--- src/core/tmrps_defines.svh ---
// constants, offsets and bit positions of the timer prescale block
// Behaviour
// - type A ratios 1,8,64,256 on bits 5:4
// - type B eight ratios on bits 6:4
// - prescaler cleared on count write, disable, reset
// - disabled timer stops and draws no ticks
// - period writable while running, software avoids it
// - low byte write keeps high, carries normally
// - high byte write keeps low, carries normally
// - count write masks that cycle's increment
// - disabling holds the count value
// - synchronous modes access registers without delay
// - async count read lags two bus clocks
// - async count write lands after input ticks
// - type A external source starts after input clock edges
// - type B enable and access zero latency
// - sync flag one bus plus two clocks
// - async flag half input cycle plus two
// - type A: enabled secondary oscillator replaces external pin
// - oscillator enable bit 1, fuse bit 5 low
// - match returns count to zero, zero period sticks
`ifndef TMRPS_DEFINES_SVH
`define TMRPS_DEFINES_SVH
`define TMRPS_OFF_CTRL 5'h00
`define TMRPS_OFF_COUNT 5'h04
`define TMRPS_OFF_PERIOD 5'h08
`define TMRPS_OFF_OSC 5'h0C
`define TMRPS_OFF_STAT 5'h10
`define TMRPS_OFF_CFG 5'h14
`define TMRPS_ON_BIT 15
`define TMRPS_SYNC_BIT 2
`define TMRPS_TCS_BIT 1
`define TMRPS_PSA_HI 5
`define TMRPS_PSA_LO 4
`define TMRPS_PSB_HI 6
`define TMRPS_PSB_LO 4
`define TMRPS_OSC_EN_BIT 1
`define TMRPS_FUSE_BIT 5
`define TMRPS_FLAG_BIT 0
`define TMRPS_PEND_BIT 1
`define TMRPS_RUN_BIT 2
`define TMRPS_CTRL_RST 16'h0000
`define TMRPS_COUNT_RST 16'h0000
`define TMRPS_PERIOD_RST 16'hFFFF
`define TMRPS_SH_1 4'h0
`define TMRPS_SH_2 4'h1
`define TMRPS_SH_4 4'h2
`define TMRPS_SH_8 4'h3
`define TMRPS_SH_16 4'h4
`define TMRPS_SH_32 4'h5
`define TMRPS_SH_64 4'h6
`define TMRPS_SH_256 4'h8
`define TMRPS_ASYNC_WR_LAST 2'h1
`define TMRPS_EXT_START_LAST 2'h1
`define TMRPS_RESP_OKAY 2'h0
`define TMRPS_RESP_SLVERR 2'h2
`endif

--- src/core/tmrps_pkg.sv ---
// types shared by the timer prescale block
package tmrps_pkg;
	typedef enum logic [1:0] {st_off, st_arm, st_run} tmrps_state_t;
	typedef struct packed {
		logic on;
		logic sync;
		logic tcs;
		logic [2:0] ps;
	} tmrps_ctrl_t;
	typedef struct packed {
		logic [15:0] count;
		logic flag;
		logic wr_pending;
	} tmrps_stat_t;
endpackage : tmrps_pkg

--- src/core/tmrps_prescaler.sv ---
// input clock prescaler producing one count enable per ratio ticks
`timescale 1ns/100ps
`default_nettype none
module tmrps_prescaler (
	input wire logic core_clk,
	input wire logic nrst,
	input wire logic clr,
	input wire logic tick,
	input wire logic [3:0] shift,
	output logic pulse
);
	logic [7:0] cnt_q;
	logic [7:0] limit;

	// ratio minus one; shift of 8 gives 255
	assign limit = 8'((9'h001 << shift) - 9'h001);
	assign pulse = tick && (cnt_q == limit);

	// clear beats tick so a write restarts the ratio cleanly
	always_ff @(posedge core_clk or negedge nrst) begin
		if (!nrst) begin
			cnt_q <= 8'h00;
		end else if (clr) begin
			cnt_q <= 8'h00;
		end else if (tick) begin
			cnt_q <= pulse ? 8'h00 : cnt_q + 8'h01;
		end
	end
endmodule : tmrps_prescaler
`default_nettype wire

--- src/core/tmrps_top.sv ---
// timer core with prescaler, count/period registers and AXI4-Lite slave
`timescale 1ns/100ps
`default_nettype none
`include "tmrps_defines.svh"
module tmrps_top #(
	parameter bit TYPE_A = 1'b1
) (
	input wire logic core_clk,
	input wire logic nrst,
	input wire logic soft_reset,
	input wire logic ext_clk_pin,
	input wire logic sosc_clk,
	input wire logic [7:0] device_config_word,
	input wire logic [4:0] awaddr,
	input wire logic awvalid,
	output logic awready,
	input wire logic [31:0] wdata,
	input wire logic [3:0] wstrb,
	input wire logic wvalid,
	output logic wready,
	output logic [1:0] bresp,
	output logic bvalid,
	input wire logic bready,
	input wire logic [4:0] araddr,
	input wire logic arvalid,
	output logic arready,
	output logic [31:0] rdata,
	output logic [1:0] rresp,
	output logic rvalid,
	input wire logic rready,
	output tmrps_pkg::tmrps_stat_t timer_status
);
	import tmrps_pkg::*;

	logic aw_full_q, w_full_q, bvalid_q, rvalid_q;
	logic [4:0] awaddr_q;
	logic [31:0] wdata_q, rdata_q, rd_val;
	logic [3:0] wstrb_q;
	logic [1:0] bresp_q, rresp_q;
	logic wr_go, rd_go, rd_err, wr_err;
	logic [15:0] ctrl_q, count_q, period_q, cnt_s1_q, cnt_s2_q;
	logic [15:0] pend_val_q;
	logic [1:0] pend_be_q, pend_cnt_q, arm_cnt_q, dly_q;
	logic osc_en_q, pend_q, flag_q, half_q, src_q;
	tmrps_state_t st_q;
	tmrps_ctrl_t ctl;
	logic async_mode, sosc_active, pin_now, rise, fall, raw_tick;
	logic running, tick_en, pulse, ps_clr, at_period, match_ev;
	logic wr_cnt, wr_cnt_now, wr_cnt_late, land, flag_in, flag_tap;
	logic [3:0] ps_shift;

	// byte lane merge used by every 16-bit register write
	function automatic logic [15:0] merge16(input logic [15:0] old,
		input logic [15:0] nv, input logic [1:0] be);
		merge16 = {be[1] ? nv[15:8] : old[15:8], be[0] ? nv[7:0] : old[7:0]};
	endfunction : merge16

	// write address and data are taken in either order, answered together
	assign awready = !aw_full_q;
	assign wready = !w_full_q;
	assign wr_go = aw_full_q && w_full_q && !bvalid_q;
	assign bvalid = bvalid_q;
	assign bresp = bresp_q;

	always_ff @(posedge core_clk or negedge nrst) begin
		if (!nrst) begin
			aw_full_q <= 1'b0;
			awaddr_q <= 5'h00;
		end else if (awvalid && !aw_full_q) begin
			aw_full_q <= 1'b1;
			awaddr_q <= awaddr;
		end else if (wr_go) begin
			aw_full_q <= 1'b0;
		end
	end

	always_ff @(posedge core_clk or negedge nrst) begin
		if (!nrst) begin
			w_full_q <= 1'b0;
			wdata_q <= 32'h00000000;
			wstrb_q <= 4'h0;
		end else if (wvalid && !w_full_q) begin
			w_full_q <= 1'b1;
			wdata_q <= wdata;
			wstrb_q <= wstrb;
		end else if (wr_go) begin
			w_full_q <= 1'b0;
		end
	end

	// unmapped addresses answer slave error and change nothing
	always_comb begin
		case (awaddr_q)
		`TMRPS_OFF_CTRL, `TMRPS_OFF_COUNT, `TMRPS_OFF_PERIOD,
		`TMRPS_OFF_OSC, `TMRPS_OFF_STAT, `TMRPS_OFF_CFG: wr_err = 1'b0;
		default: wr_err = 1'b1;
		endcase
	end

	always_ff @(posedge core_clk or negedge nrst) begin
		if (!nrst) begin
			bvalid_q <= 1'b0;
			bresp_q <= `TMRPS_RESP_OKAY;
		end else if (wr_go) begin
			bvalid_q <= 1'b1;
			bresp_q <= wr_err ? `TMRPS_RESP_SLVERR : `TMRPS_RESP_OKAY;
		end else if (bready) begin
			bvalid_q <= 1'b0;
		end
	end

	// read channel answers one cycle after the address is taken
	assign arready = !rvalid_q;
	assign rd_go = arvalid && !rvalid_q;
	assign rvalid = rvalid_q;
	assign rdata = rdata_q;
	assign rresp = rresp_q;

	always_comb begin
		rd_val = 32'h00000000;
		rd_err = 1'b0;
		case (araddr)
		`TMRPS_OFF_CTRL: rd_val[15:0] = ctrl_q;
		`TMRPS_OFF_COUNT: rd_val[15:0] = async_mode ? cnt_s2_q : count_q;
		`TMRPS_OFF_PERIOD: rd_val[15:0] = period_q;
		`TMRPS_OFF_OSC: rd_val[`TMRPS_OSC_EN_BIT] = osc_en_q;
		`TMRPS_OFF_STAT: begin
			rd_val[`TMRPS_FLAG_BIT] = flag_q;
			rd_val[`TMRPS_PEND_BIT] = pend_q;
			rd_val[`TMRPS_RUN_BIT] = running;
		end
		`TMRPS_OFF_CFG: rd_val[7:0] = device_config_word;
		default: rd_err = 1'b1;
		endcase
	end

	always_ff @(posedge core_clk or negedge nrst) begin
		if (!nrst) begin
			rvalid_q <= 1'b0;
			rdata_q <= 32'h00000000;
			rresp_q <= `TMRPS_RESP_OKAY;
		end else if (rd_go) begin
			rvalid_q <= 1'b1;
			rdata_q <= rd_val;
			rresp_q <= rd_err ? `TMRPS_RESP_SLVERR : `TMRPS_RESP_OKAY;
		end else if (rready) begin
			rvalid_q <= 1'b0;
		end
	end

	// control fields; the hardware does not guard against changing
	// them while running, software disables first
	assign ctl.on = ctrl_q[`TMRPS_ON_BIT];
	assign ctl.sync = ctrl_q[`TMRPS_SYNC_BIT];
	assign ctl.tcs = ctrl_q[`TMRPS_TCS_BIT];
	assign ctl.ps = TYPE_A ? {1'b0, ctrl_q[`TMRPS_PSA_HI:`TMRPS_PSA_LO]}
		: ctrl_q[`TMRPS_PSB_HI:`TMRPS_PSB_LO];

	always_ff @(posedge core_clk or negedge nrst) begin
		if (!nrst) begin
			ctrl_q <= `TMRPS_CTRL_RST;
		end else if (wr_go && awaddr_q == `TMRPS_OFF_CTRL) begin
			ctrl_q <= merge16(ctrl_q, wdata_q[15:0], wstrb_q[1:0]);
		end
	end

	// period accepted at any time, even while counting
	always_ff @(posedge core_clk or negedge nrst) begin
		if (!nrst) begin
			period_q <= `TMRPS_PERIOD_RST;
		end else if (wr_go && awaddr_q == `TMRPS_OFF_PERIOD) begin
			period_q <= merge16(period_q, wdata_q[15:0], wstrb_q[1:0]);
		end
	end

	always_ff @(posedge core_clk or negedge nrst) begin
		if (!nrst) begin
			osc_en_q <= 1'b0;
		end else if (wr_go && awaddr_q == `TMRPS_OFF_OSC && wstrb_q[0]) begin
			osc_en_q <= wdata_q[`TMRPS_OSC_EN_BIT];
		end
	end

	// ratio decode per variant
	always_comb begin
		ps_shift = `TMRPS_SH_1;
		if (TYPE_A) begin
			case (ctl.ps[1:0])
			2'h0: ps_shift = `TMRPS_SH_1;
			2'h1: ps_shift = `TMRPS_SH_8;
			2'h2: ps_shift = `TMRPS_SH_64;
			default: ps_shift = `TMRPS_SH_256;
			endcase
		end else begin
			case (ctl.ps)
			3'h0: ps_shift = `TMRPS_SH_1;
			3'h1: ps_shift = `TMRPS_SH_2;
			3'h2: ps_shift = `TMRPS_SH_4;
			3'h3: ps_shift = `TMRPS_SH_8;
			3'h4: ps_shift = `TMRPS_SH_16;
			3'h5: ps_shift = `TMRPS_SH_32;
			3'h6: ps_shift = `TMRPS_SH_64;
			default: ps_shift = `TMRPS_SH_256;
			endcase
		end
	end

	// source select; the fuse bit must read low for the oscillator
	assign sosc_active = TYPE_A && osc_en_q && !device_config_word[`TMRPS_FUSE_BIT];
	assign pin_now = (sosc_active && ctl.tcs) ? sosc_clk : ext_clk_pin;
	assign rise = pin_now && !src_q;
	assign fall = !pin_now && src_q;
	assign async_mode = TYPE_A && ctl.tcs && !ctl.sync;
	assign raw_tick = ctl.tcs ? rise : 1'b1;

	// a switch of source may show one spurious edge; disable first
	always_ff @(posedge core_clk or negedge nrst) begin
		if (!nrst) begin
			src_q <= 1'b0;
		end else begin
			src_q <= pin_now;
		end
	end

	// start sequencer: external clocking on type A waits for input edges
	always_ff @(posedge core_clk or negedge nrst) begin
		if (!nrst) begin
			st_q <= st_off;
			arm_cnt_q <= 2'h0;
		end else begin
			case (st_q)
			st_off: begin
				arm_cnt_q <= 2'h0;
				if (ctl.on) begin
					st_q <= (TYPE_A && ctl.tcs) ? st_arm : st_run;
				end
			end
			st_arm: begin
				if (!ctl.on) begin
					st_q <= st_off;
				end else if (rise) begin
					if (arm_cnt_q == `TMRPS_EXT_START_LAST) begin
						st_q <= st_run;
					end else begin
						arm_cnt_q <= arm_cnt_q + 2'h1;
					end
				end
			end
			st_run: begin
				if (!ctl.on) begin
					st_q <= st_off;
				end
			end
			default: st_q <= st_off;
			endcase
		end
	end

	// internal clocking starts the same cycle the enable is seen
	assign running = ctl.on && (st_q == st_run || !(TYPE_A && ctl.tcs));
	assign tick_en = running && raw_tick;
	assign ps_clr = wr_cnt || !ctl.on || soft_reset;

	tmrps_prescaler u_prescaler (
		.core_clk(core_clk),
		.nrst(nrst),
		.clr(ps_clr),
		.tick(tick_en),
		.shift(ps_shift),
		.pulse(pulse)
	);

	// count writes: immediate when synchronous, deferred when async
	assign wr_cnt = wr_go && awaddr_q == `TMRPS_OFF_COUNT && wstrb_q[1:0] != 2'h0;
	assign wr_cnt_now = wr_cnt && !async_mode;
	assign wr_cnt_late = wr_cnt && async_mode && !pend_q;
	assign land = pend_q && rise && pend_cnt_q == `TMRPS_ASYNC_WR_LAST;

	// a second async write while one is in flight is dropped
	always_ff @(posedge core_clk or negedge nrst) begin
		if (!nrst) begin
			pend_q <= 1'b0;
			pend_cnt_q <= 2'h0;
			pend_val_q <= `TMRPS_COUNT_RST;
			pend_be_q <= 2'h0;
		end else if (wr_cnt_late) begin
			pend_q <= 1'b1;
			pend_cnt_q <= 2'h0;
			pend_val_q <= wdata_q[15:0];
			pend_be_q <= wstrb_q[1:0];
		end else if (land) begin
			pend_q <= 1'b0;
		end else if (pend_q && rise) begin
			pend_cnt_q <= pend_cnt_q + 2'h1;
		end
	end

	// the counter; untouched lanes keep their bytes so carries flow
	assign at_period = count_q == period_q;
	always_ff @(posedge core_clk or negedge nrst) begin
		if (!nrst) begin
			count_q <= `TMRPS_COUNT_RST;
		end else if (wr_cnt_now) begin
			count_q <= merge16(count_q, wdata_q[15:0], wstrb_q[1:0]);
		end else if (land) begin
			count_q <= merge16(count_q, pend_val_q, pend_be_q);
		end else if (pulse) begin
			count_q <= at_period ? `TMRPS_COUNT_RST : count_q + 16'h0001;
		end
	end

	// two-stage read path for the async clocking case
	always_ff @(posedge core_clk or negedge nrst) begin
		if (!nrst) begin
			cnt_s1_q <= `TMRPS_COUNT_RST;
			cnt_s2_q <= `TMRPS_COUNT_RST;
		end else begin
			cnt_s1_q <= count_q;
			cnt_s2_q <= cnt_s1_q;
		end
	end

	// match event; a zero period never raises the flag
	assign match_ev = pulse && at_period && period_q != `TMRPS_COUNT_RST
		&& !wr_cnt_now && !land;
	assign flag_in = async_mode ? (half_q && fall) : match_ev;
	assign flag_tap = async_mode ? dly_q[0] : dly_q[1];

	// async events wait for the next falling input edge
	always_ff @(posedge core_clk or negedge nrst) begin
		if (!nrst) begin
			half_q <= 1'b0;
			dly_q <= 2'h0;
		end else begin
			dly_q <= {dly_q[0], flag_in};
			if (async_mode && match_ev) begin
				half_q <= 1'b1;
			end else if (fall || !async_mode) begin
				half_q <= 1'b0;
			end
		end
	end

	// sticky flag, write one to clear; a new event beats the clear
	always_ff @(posedge core_clk or negedge nrst) begin
		if (!nrst) begin
			flag_q <= 1'b0;
		end else if (flag_tap) begin
			flag_q <= 1'b1;
		end else if (wr_go && awaddr_q == `TMRPS_OFF_STAT && wstrb_q[0]
			&& wdata_q[`TMRPS_FLAG_BIT]) begin
			flag_q <= 1'b0;
		end
	end

	assign timer_status.count = count_q;
	assign timer_status.flag = flag_q;
	assign timer_status.wr_pending = pend_q;
endmodule : tmrps_top
`default_nettype wire

--- config.mk ---
export PLATFORM = sky130hd
export DESIGN_NAME = tmrps_top
export DESIGN_NICKNAME = d
export VERILOG_FILES = /design/src/core/tmrps_pkg.sv /design/src/core/tmrps_prescaler.sv /design/src/core/tmrps_top.sv
export VERILOG_INCLUDE_DIRS = /design/src /design/src/core
export SDC_FILE = /design/constraint.sdc
export NUM_CORES = 1
export LEC_CHECK = 0
export BUFFER_PORTS_ARGS = -buffer_cell sky130_fd_sc_hd__buf_2
export CORE_UTILIZATION = 45
export CTS_BUF_LIST = sky130_fd_sc_hd__clkbuf_8
export DETAILED_ROUTE_END_ITERATION = 7
export PLACE_DENSITY = 0.64
export SYNTH_ARGS = -nofsm -noshare
export SYNTH_HDL_FRONTEND = slang
export SYNTH_HIERARCHICAL = 1
export SYNTH_SLANG_ARGS = --single-unit
--- constraint.sdc ---
create_clock -name core_clk -period 5.75 [get_ports core_clk]
set_input_delay 0.575 -clock core_clk [delete_from_list [all_inputs] [get_ports core_clk]]
set_output_delay 0.575 -clock core_clk [all_outputs]
set_load 0.01 [all_outputs]
* Yosys cells after proc, flatten, opt, wreduce, memory -nomap -nowiden
Index checks and enable logic that the tools add are counted.
** Word-level totals
- Register bits after elaboration :: 166
- Input port bits :: 64
- Output and inout bits :: 59
- Word-level logic and storage cells :: 196
** Operators by class
- $add $sub $neg :: 5
- Equal/unequal tests :: 30
- Shift-type cells :: 1
- Multiplexer cells :: 51
- Reduce and logical (&&, ||, !) cells :: 79
** Operator list (number)
- $mux W16 :: 5
- $mux W8 :: 7
- $logic_and A1 B1 Y1 :: 33
- $mux W2 :: 14
- $pmux W8 S3 :: 1
- $reduce_bool A2 Y1 :: 11
- $eq A5 B4 Y1 const B :: 4
- $eq A5 B5 Y1 const B :: 4
- $pmux W5 S4 :: 1
- $mux W1 :: 17
- $add A16 B1 Y16 const B :: 1
- $eq A16 B16 Y1 :: 1
- $ne A2 B2 Y1 const B :: 8
- $reduce_bool A16 Y1 :: 1
- $logic_not A1 Y1 :: 14
- $ne A3 B3 Y1 const B :: 4
- $pmux W4 S3 :: 1
- $reduce_or A6 Y1 :: 2
- $eq A5 B3 Y1 const B :: 2
- $logic_not A5 Y1 :: 2
- $pmux W1 S5 :: 2
- $reduce_and A2 Y1 :: 5
- $add A8 B1 Y8 const B :: 1
- $eq A2 B1 Y1 const B :: 4
- 13 further kinds :: 21

* Depth between registers and ports, before layout
- Word-level depth :: 14
- Depth in mapped cells :: 16
- Gate-level depth less buffers :: 14

* Modules after synthesis
Netlist, hierarchy kept.
** Modules (own cells, without submodules)
- tmrps_top :: times used 1, cells each 643, area an instance 7263.2 um2, sequential area each 3923.8 um2
- tmrps_prescaler :: times used 1, cells each 94, area an instance 767.0 um2, sequential area each 200.2 um2

* Worst setup path before layout
Ideal clock, no wire load.
- Path kind :: register to register
- From :: register ctrl_q[4]
- To :: register count_q[13]
- Data arrival time :: 3329 ps
- Required time :: 5623 ps
- Path slack :: 2294 ps
- Cell stages (with the launch flop) :: 17
- Buffers on the path :: 2
- Period minus slack after synthesis :: 3456 ps
- Path through :: dfrtp_1 inv_1 ha_1 inv_1 clkbuf_4 nor3_1 nand2_1 ha_1 xor2_1 nand2_1 or4_4 nor4_1 and2_1 o32ai_2 buf_2 a21oi_1 o22ai_1
** Between the ends
- Cells in the longest elaborated chain, start to end :: 8
- Elaborated cells between the ends (all ways) :: 10
- Those cells by class :: add/sub (1); eq/ne (3); shift (1); mux (1); reduce/logical (4)
** Ends and longest elaborated chain
- start: declaration :: line tmrps_top.sv:41 : logic [15:0] ctrl_q, count_q, period_q, cnt_s1_q, cnt_s2_q;
- start signal: assignment :: line tmrps_top.sv:161 : ctrl_q <= `TMRPS_CTRL_RST;
- start signal: assignment :: line tmrps_top.sv:163 : ctrl_q <= merge16(ctrl_q, wdata_q[15:0], wstrb_q[1:0]);
- $eq A2 B2 Y1 (tied with other cells) :: line tmrps_top.sv:188 : case (ctl.ps[1:0])
- $pmux W4 S3 (*) :: line tmrps_top.sv:188
- net ps_shift[1] :: line tmrps_top.sv:50 : logic [3:0] ps_shift;
- $shl A1 B4 Y8 (*) :: line tmrps_prescaler.sv:16 : assign limit = 8'((9'h001 << shift) - 9'h001);
- $sub A8 B1 Y8 (*) :: line tmrps_prescaler.sv:16
- $eq A8 B8 Y1 (*) :: line tmrps_prescaler.sv:17 : assign pulse = tick && (cnt_q == limit);
- $logic_and A1 B1 Y1 (*) :: line tmrps_prescaler.sv:17
- net pulse :: line tmrps_top.sv:48 : logic running, tick_en, pulse, ps_clr, at_period, match_ev;
- $reduce_bool A3 Y1 (no source line) (*)
- $reduce_and A3 Y1 (no source line) (*)
- end signal: assignment :: line tmrps_top.sv:302 : count_q <= `TMRPS_COUNT_RST;
- end signal: assignment :: line tmrps_top.sv:304 : count_q <= merge16(count_q, wdata_q[15:0], wstrb_q[1:0]);
- end signal: assignment :: line tmrps_top.sv:306 : count_q <= merge16(count_q, pend_val_q, pend_be_q);
- end: declaration :: line tmrps_top.sv:41
Mark *: on every way through the listed nets, which the timed path passes. The rest lies on a longest branch.
A chain may end at the register's enable or synchronous reset.

* Final worst setup path
- From :: register ctrl_q[4]
- To :: register count_q[8]
The elaborated chain is that of the path after synthesis.

==> out/summary.json <==
{
  "cp-startpoint": "ctrl_q[4]",
  "m1WireLength_mm": 8.89,
  "hold_violations": 0,
  "rr_startpoint": "ctrl_q[4]",
  "synth-edff-count": 0,
  "grt_antenna_before_repair": 0,
  "cts.sinks": 164,
  "io_buffers": 86,
  "maximum_clock_insertion_buffer_count": 2,
  "post_synth_fa_ha_maj_area_fraction": 0.0125,
  "synth.yosys.seq_area_share": 0.514,
  "clock_insertion_delay_worst_skew_ns": 0.46,
  "share_clk_of_total_power": 0.189,
  "postRouteWirelength_mm": 19.5,
  "final_layout_size_suffix_gt1_frac": 0.293,
  "status": "finished clean",
  "post_layout_worst_setup_margin_ns": 2.01,
  "hold_class": "input pin to asynchronous set/reset pin",
  "synthesized_area_fraction_occupied_by_ao_oa_aoi_and_oai_cells": 0.139,
  "die-width_microns": 136,
  "grt_overflow_total": 0,
  "report.final.slew_viol_count": 0,
  "finalHoldWorstSlack_ns": 0.195,
  "global_route_wire_length_before_repair_mm": 31.2,
  "initial_core_util": 0.463,
  "core_area_sq_um": 17400,
  "maxCapViolations": 0,
  "postCtsHoldBufs": 0,
  "sequential_cell_area_sq_um": 4120,
  "leakagePower_nw": 3.96,
  "yosys_warnings": 6,
  "path_clk_slew_ns": 0.09,
  "tritoncts": "yes",
  "max_freq_mhz": 267,
  "synth.mux.area_fraction": 0.118,
  "final.setup.tns_ns": 0,
  "worstPathMaxFanout": 14,
  "seq_power_share": 0.504,
  "critPathMaxStageDelay_ns": 0.55,
  "grt_pass1_vias": 5801,
  "finalWeightedCongestion": 0.850,
  "finalCritPeriodShare": 0.651,
  "combinationalPowerShare": 0.307,
  "post-synth-top-count-cell": "sky130_fd_sc_hd__dfrtp_1",
  "worst-endpoint-arrival_ns": 4.13,
  "path_delay_family": "compound AO/OA/AOI/OAI gates",
  "critical_path_buf_inv_count": 3,
  "detailedPlacementHpwl_mm": 14.2,
  "finalSetupViolCount": 0,
  "drt-initial-drc-count": 432,
  "core.rowCount": 48,
  "synth_cells": 737,
  "dieHeight_microns": 136,
  "drc": 0,
  "cts_setup_buffers": 0,
  "main_combinational_cell_family_by_area_after_synthesis": "simple AND/OR/NAND/NOR gates",
  "topRoutingLayerUsed": "met4",
  "h-tree-depth": 4,
  "area_delta_synth_final_pct": 10.5,
  "critical_path.slowest_cell": "sky130_fd_sc_hd__o32ai_2",
  "root_buffer": "sky130_fd_sc_hd__clkbuf_8",
  "drtPass1Iterations": 5,
  "yosys_most_used_dff": "sky130_fd_sc_hd__dfrtp_1",
  "crit_path_end_kind": "flop",
  "vias": 5994,
  "synth.ff_latch_count": 164,
  "grt_start_max_net_pins": 111,
  "power-per-cell-area_nw_per_um2": 436,
  "full_die_area_sq_um": 18400,
  "switching_power_mw": 1.52,
  "final_net_count": 881,
  "multiInputGateArea_sq_um": 3550,
  "synthesis.area_per_instance_sq_um": 10.9,
  "quantity_of_gates_resized_following_cts": 0,
  "tightestPinTransition_ns": 1.13,
  "mappedNetlistArea_sq_um": 8030,
  "synthDominantAreaCellType": "sky130_fd_sc_hd__dfrtp_1",
  "rsz_0062_raised_after_global_routing": "no",
  "number_of_clock_buffers_inserted_by_tritoncts": 17,
  "power.ir.vdd_worst_mv": 0.194,
  "layout_min_cycle_time_ns": 3.74,
  "relSlewSlack": 0.243,
  "post_drt_wl_per_cell_microns": 18.6,
  "crit_type": "flop to flop",
  "fillers": 1561,
  "boundaryPins": 123,
  "required_ns": 6.13,
  "met2WireLength_mm": 8.94,
  "num_antenna_cells": 0,
  "cp-start-kind": "flop",
  "ys_async_sr_fraction": 1.00,
  "gr-usage-all-layers": 0.223,
  "yosys.area_share.simple": 0.143,
  "drt-vias-per-instance": 5.72,
  "power.switching_fraction": 0.392,
  "detailroute.wirelength.met3_mm": 1.19,
  "synth.area.top_cells": "sky130_fd_sc_hd__dfrtp_1 46%, sky130_fd_sc_hd__mux2_2 11%, sky130_fd_sc_hd__dfstp_2 5.2%",
  "crit_path_cell_trace": "inv_1 > ha_1 > inv_1 > nor3_1 > nand2_1 > ha_1 > and2_2 > o2111a_1 > a211oi_2 > nor4_1 > buf_4 > and2_1 > o32ai_2 > o21ai_0 > o21ai_0",
  "internal_power_mw": 2.35,
  "post_synth_xor_area_fraction": 0.0218,
  "yosys-top-cells-count": "148 x sky130_fd_sc_hd__dfrtp_1, 75 x sky130_fd_sc_hd__mux2_2, 65 x sky130_fd_sc_hd__nand2_1",
  "fin_skew_ns": 0.0154,
  "post-place-ws_ns": 1.95,
  "synth_top_area_frac": 0.461,
  "antenna_left": 0,
  "synth_cell_type_count": 79
}
stage by stage:
stage	std cells	total power [mW]	area, sq um	utilization
after floorplan	754	2.72	8090	-
after global placement	1015	3.09	8530	0.492
after detailed placement	1015	3.15	8530	0.492
after CTS	1047	3.89	8870	0.511
after global routing	1047	4.10	8870	0.511
final	1047	3.87	8870	0.511
state kept, by name, summed over array words and instances, names as in the netlist, 5 cells and up:
signal / count
awaddr_q: 5
cnt_s1_q: 16
cnt_s2_q: 16
count_q: 16
ctrl_q: 16
pend_val_q: 16
period_q: 16
rdata: 16
u_prescaler/cnt_q: 8
wdata_q: 16
kinds of logic after synthesis:
family,count (synthesis)
fa+ha+maj,8
flops,164
simple gates,213
buf+inv,83
compound gates,165
xor+xnor,20
other cells,1
mux,83
power groups by stage:
stage / clock, mW / combinational (mW) / sequential [mW]
global placement: 0 / 1.15 / 1.94
detailed placement: 0 / 1.19 / 1.96
floorplan: 0 / 0.928 / 1.79
global route: 0.800 / 1.31 / 1.99
finish: 0.731 / 1.19 / 1.95
CTS: 0.753 / 1.20 / 1.94
cell usage in the layout, fill, tap and decap left out, drive strengths merged, types with 14 or more instances in the layout:
cell / n
dfrtp: 148
buf: 90
mux2: 77
nand2: 65
a21oi: 48
nor2: 45
o21ai: 38
inv: 33
nand3: 19
xnor2: 18
conb: 18
clkbuf: 18
a22o: 16
dfstp: 16
nor4: 14
worst register-to-register path: cells and delay by family, from the launching register on:
family                     cells  cell delay [ns]
AOI/OAI and AO/OA              5             1.52
adders and majority gates      2             0.52
buffers and inverters          3             0.36
DFF                            1             0.42
and+or+nand+nor                5             0.84
layer usage:
metal / GRT usage / up-vias
li1: - / 2769
met1: 0.307 / 2940
met2: 0.346 / 241
met3: 0.0430 / 44
met4: 0.0886 / 0
met5: 0 / -
final cells by class:
cell class,count,area share
tap,225,0.0317
inverter,29,0.0123
clock buffer,18,0.0279
sequential,164,0.465
timing repair buffer,90,0.0526
clock inverter,14,0.0103
multi-input combinational,507,0.400
worst paths after layout:
kind | to | slack, ns | cells after the start
worst max-delay path | count_q[8] | 2.01 | 15
worst min-delay path | u_prescaler/cnt_q[5] | 0.20 | 1
worst max register to register | count_q[8] | 2.01 | 15
worst min register to register | cnt_s2_q[0] | 0.35 | 0
max in group asynchronous | rdata[5] | 4.27 | 2
min in group core_clk | bvalid | 0.29 | 2
(Power assumes the default switching activity.)
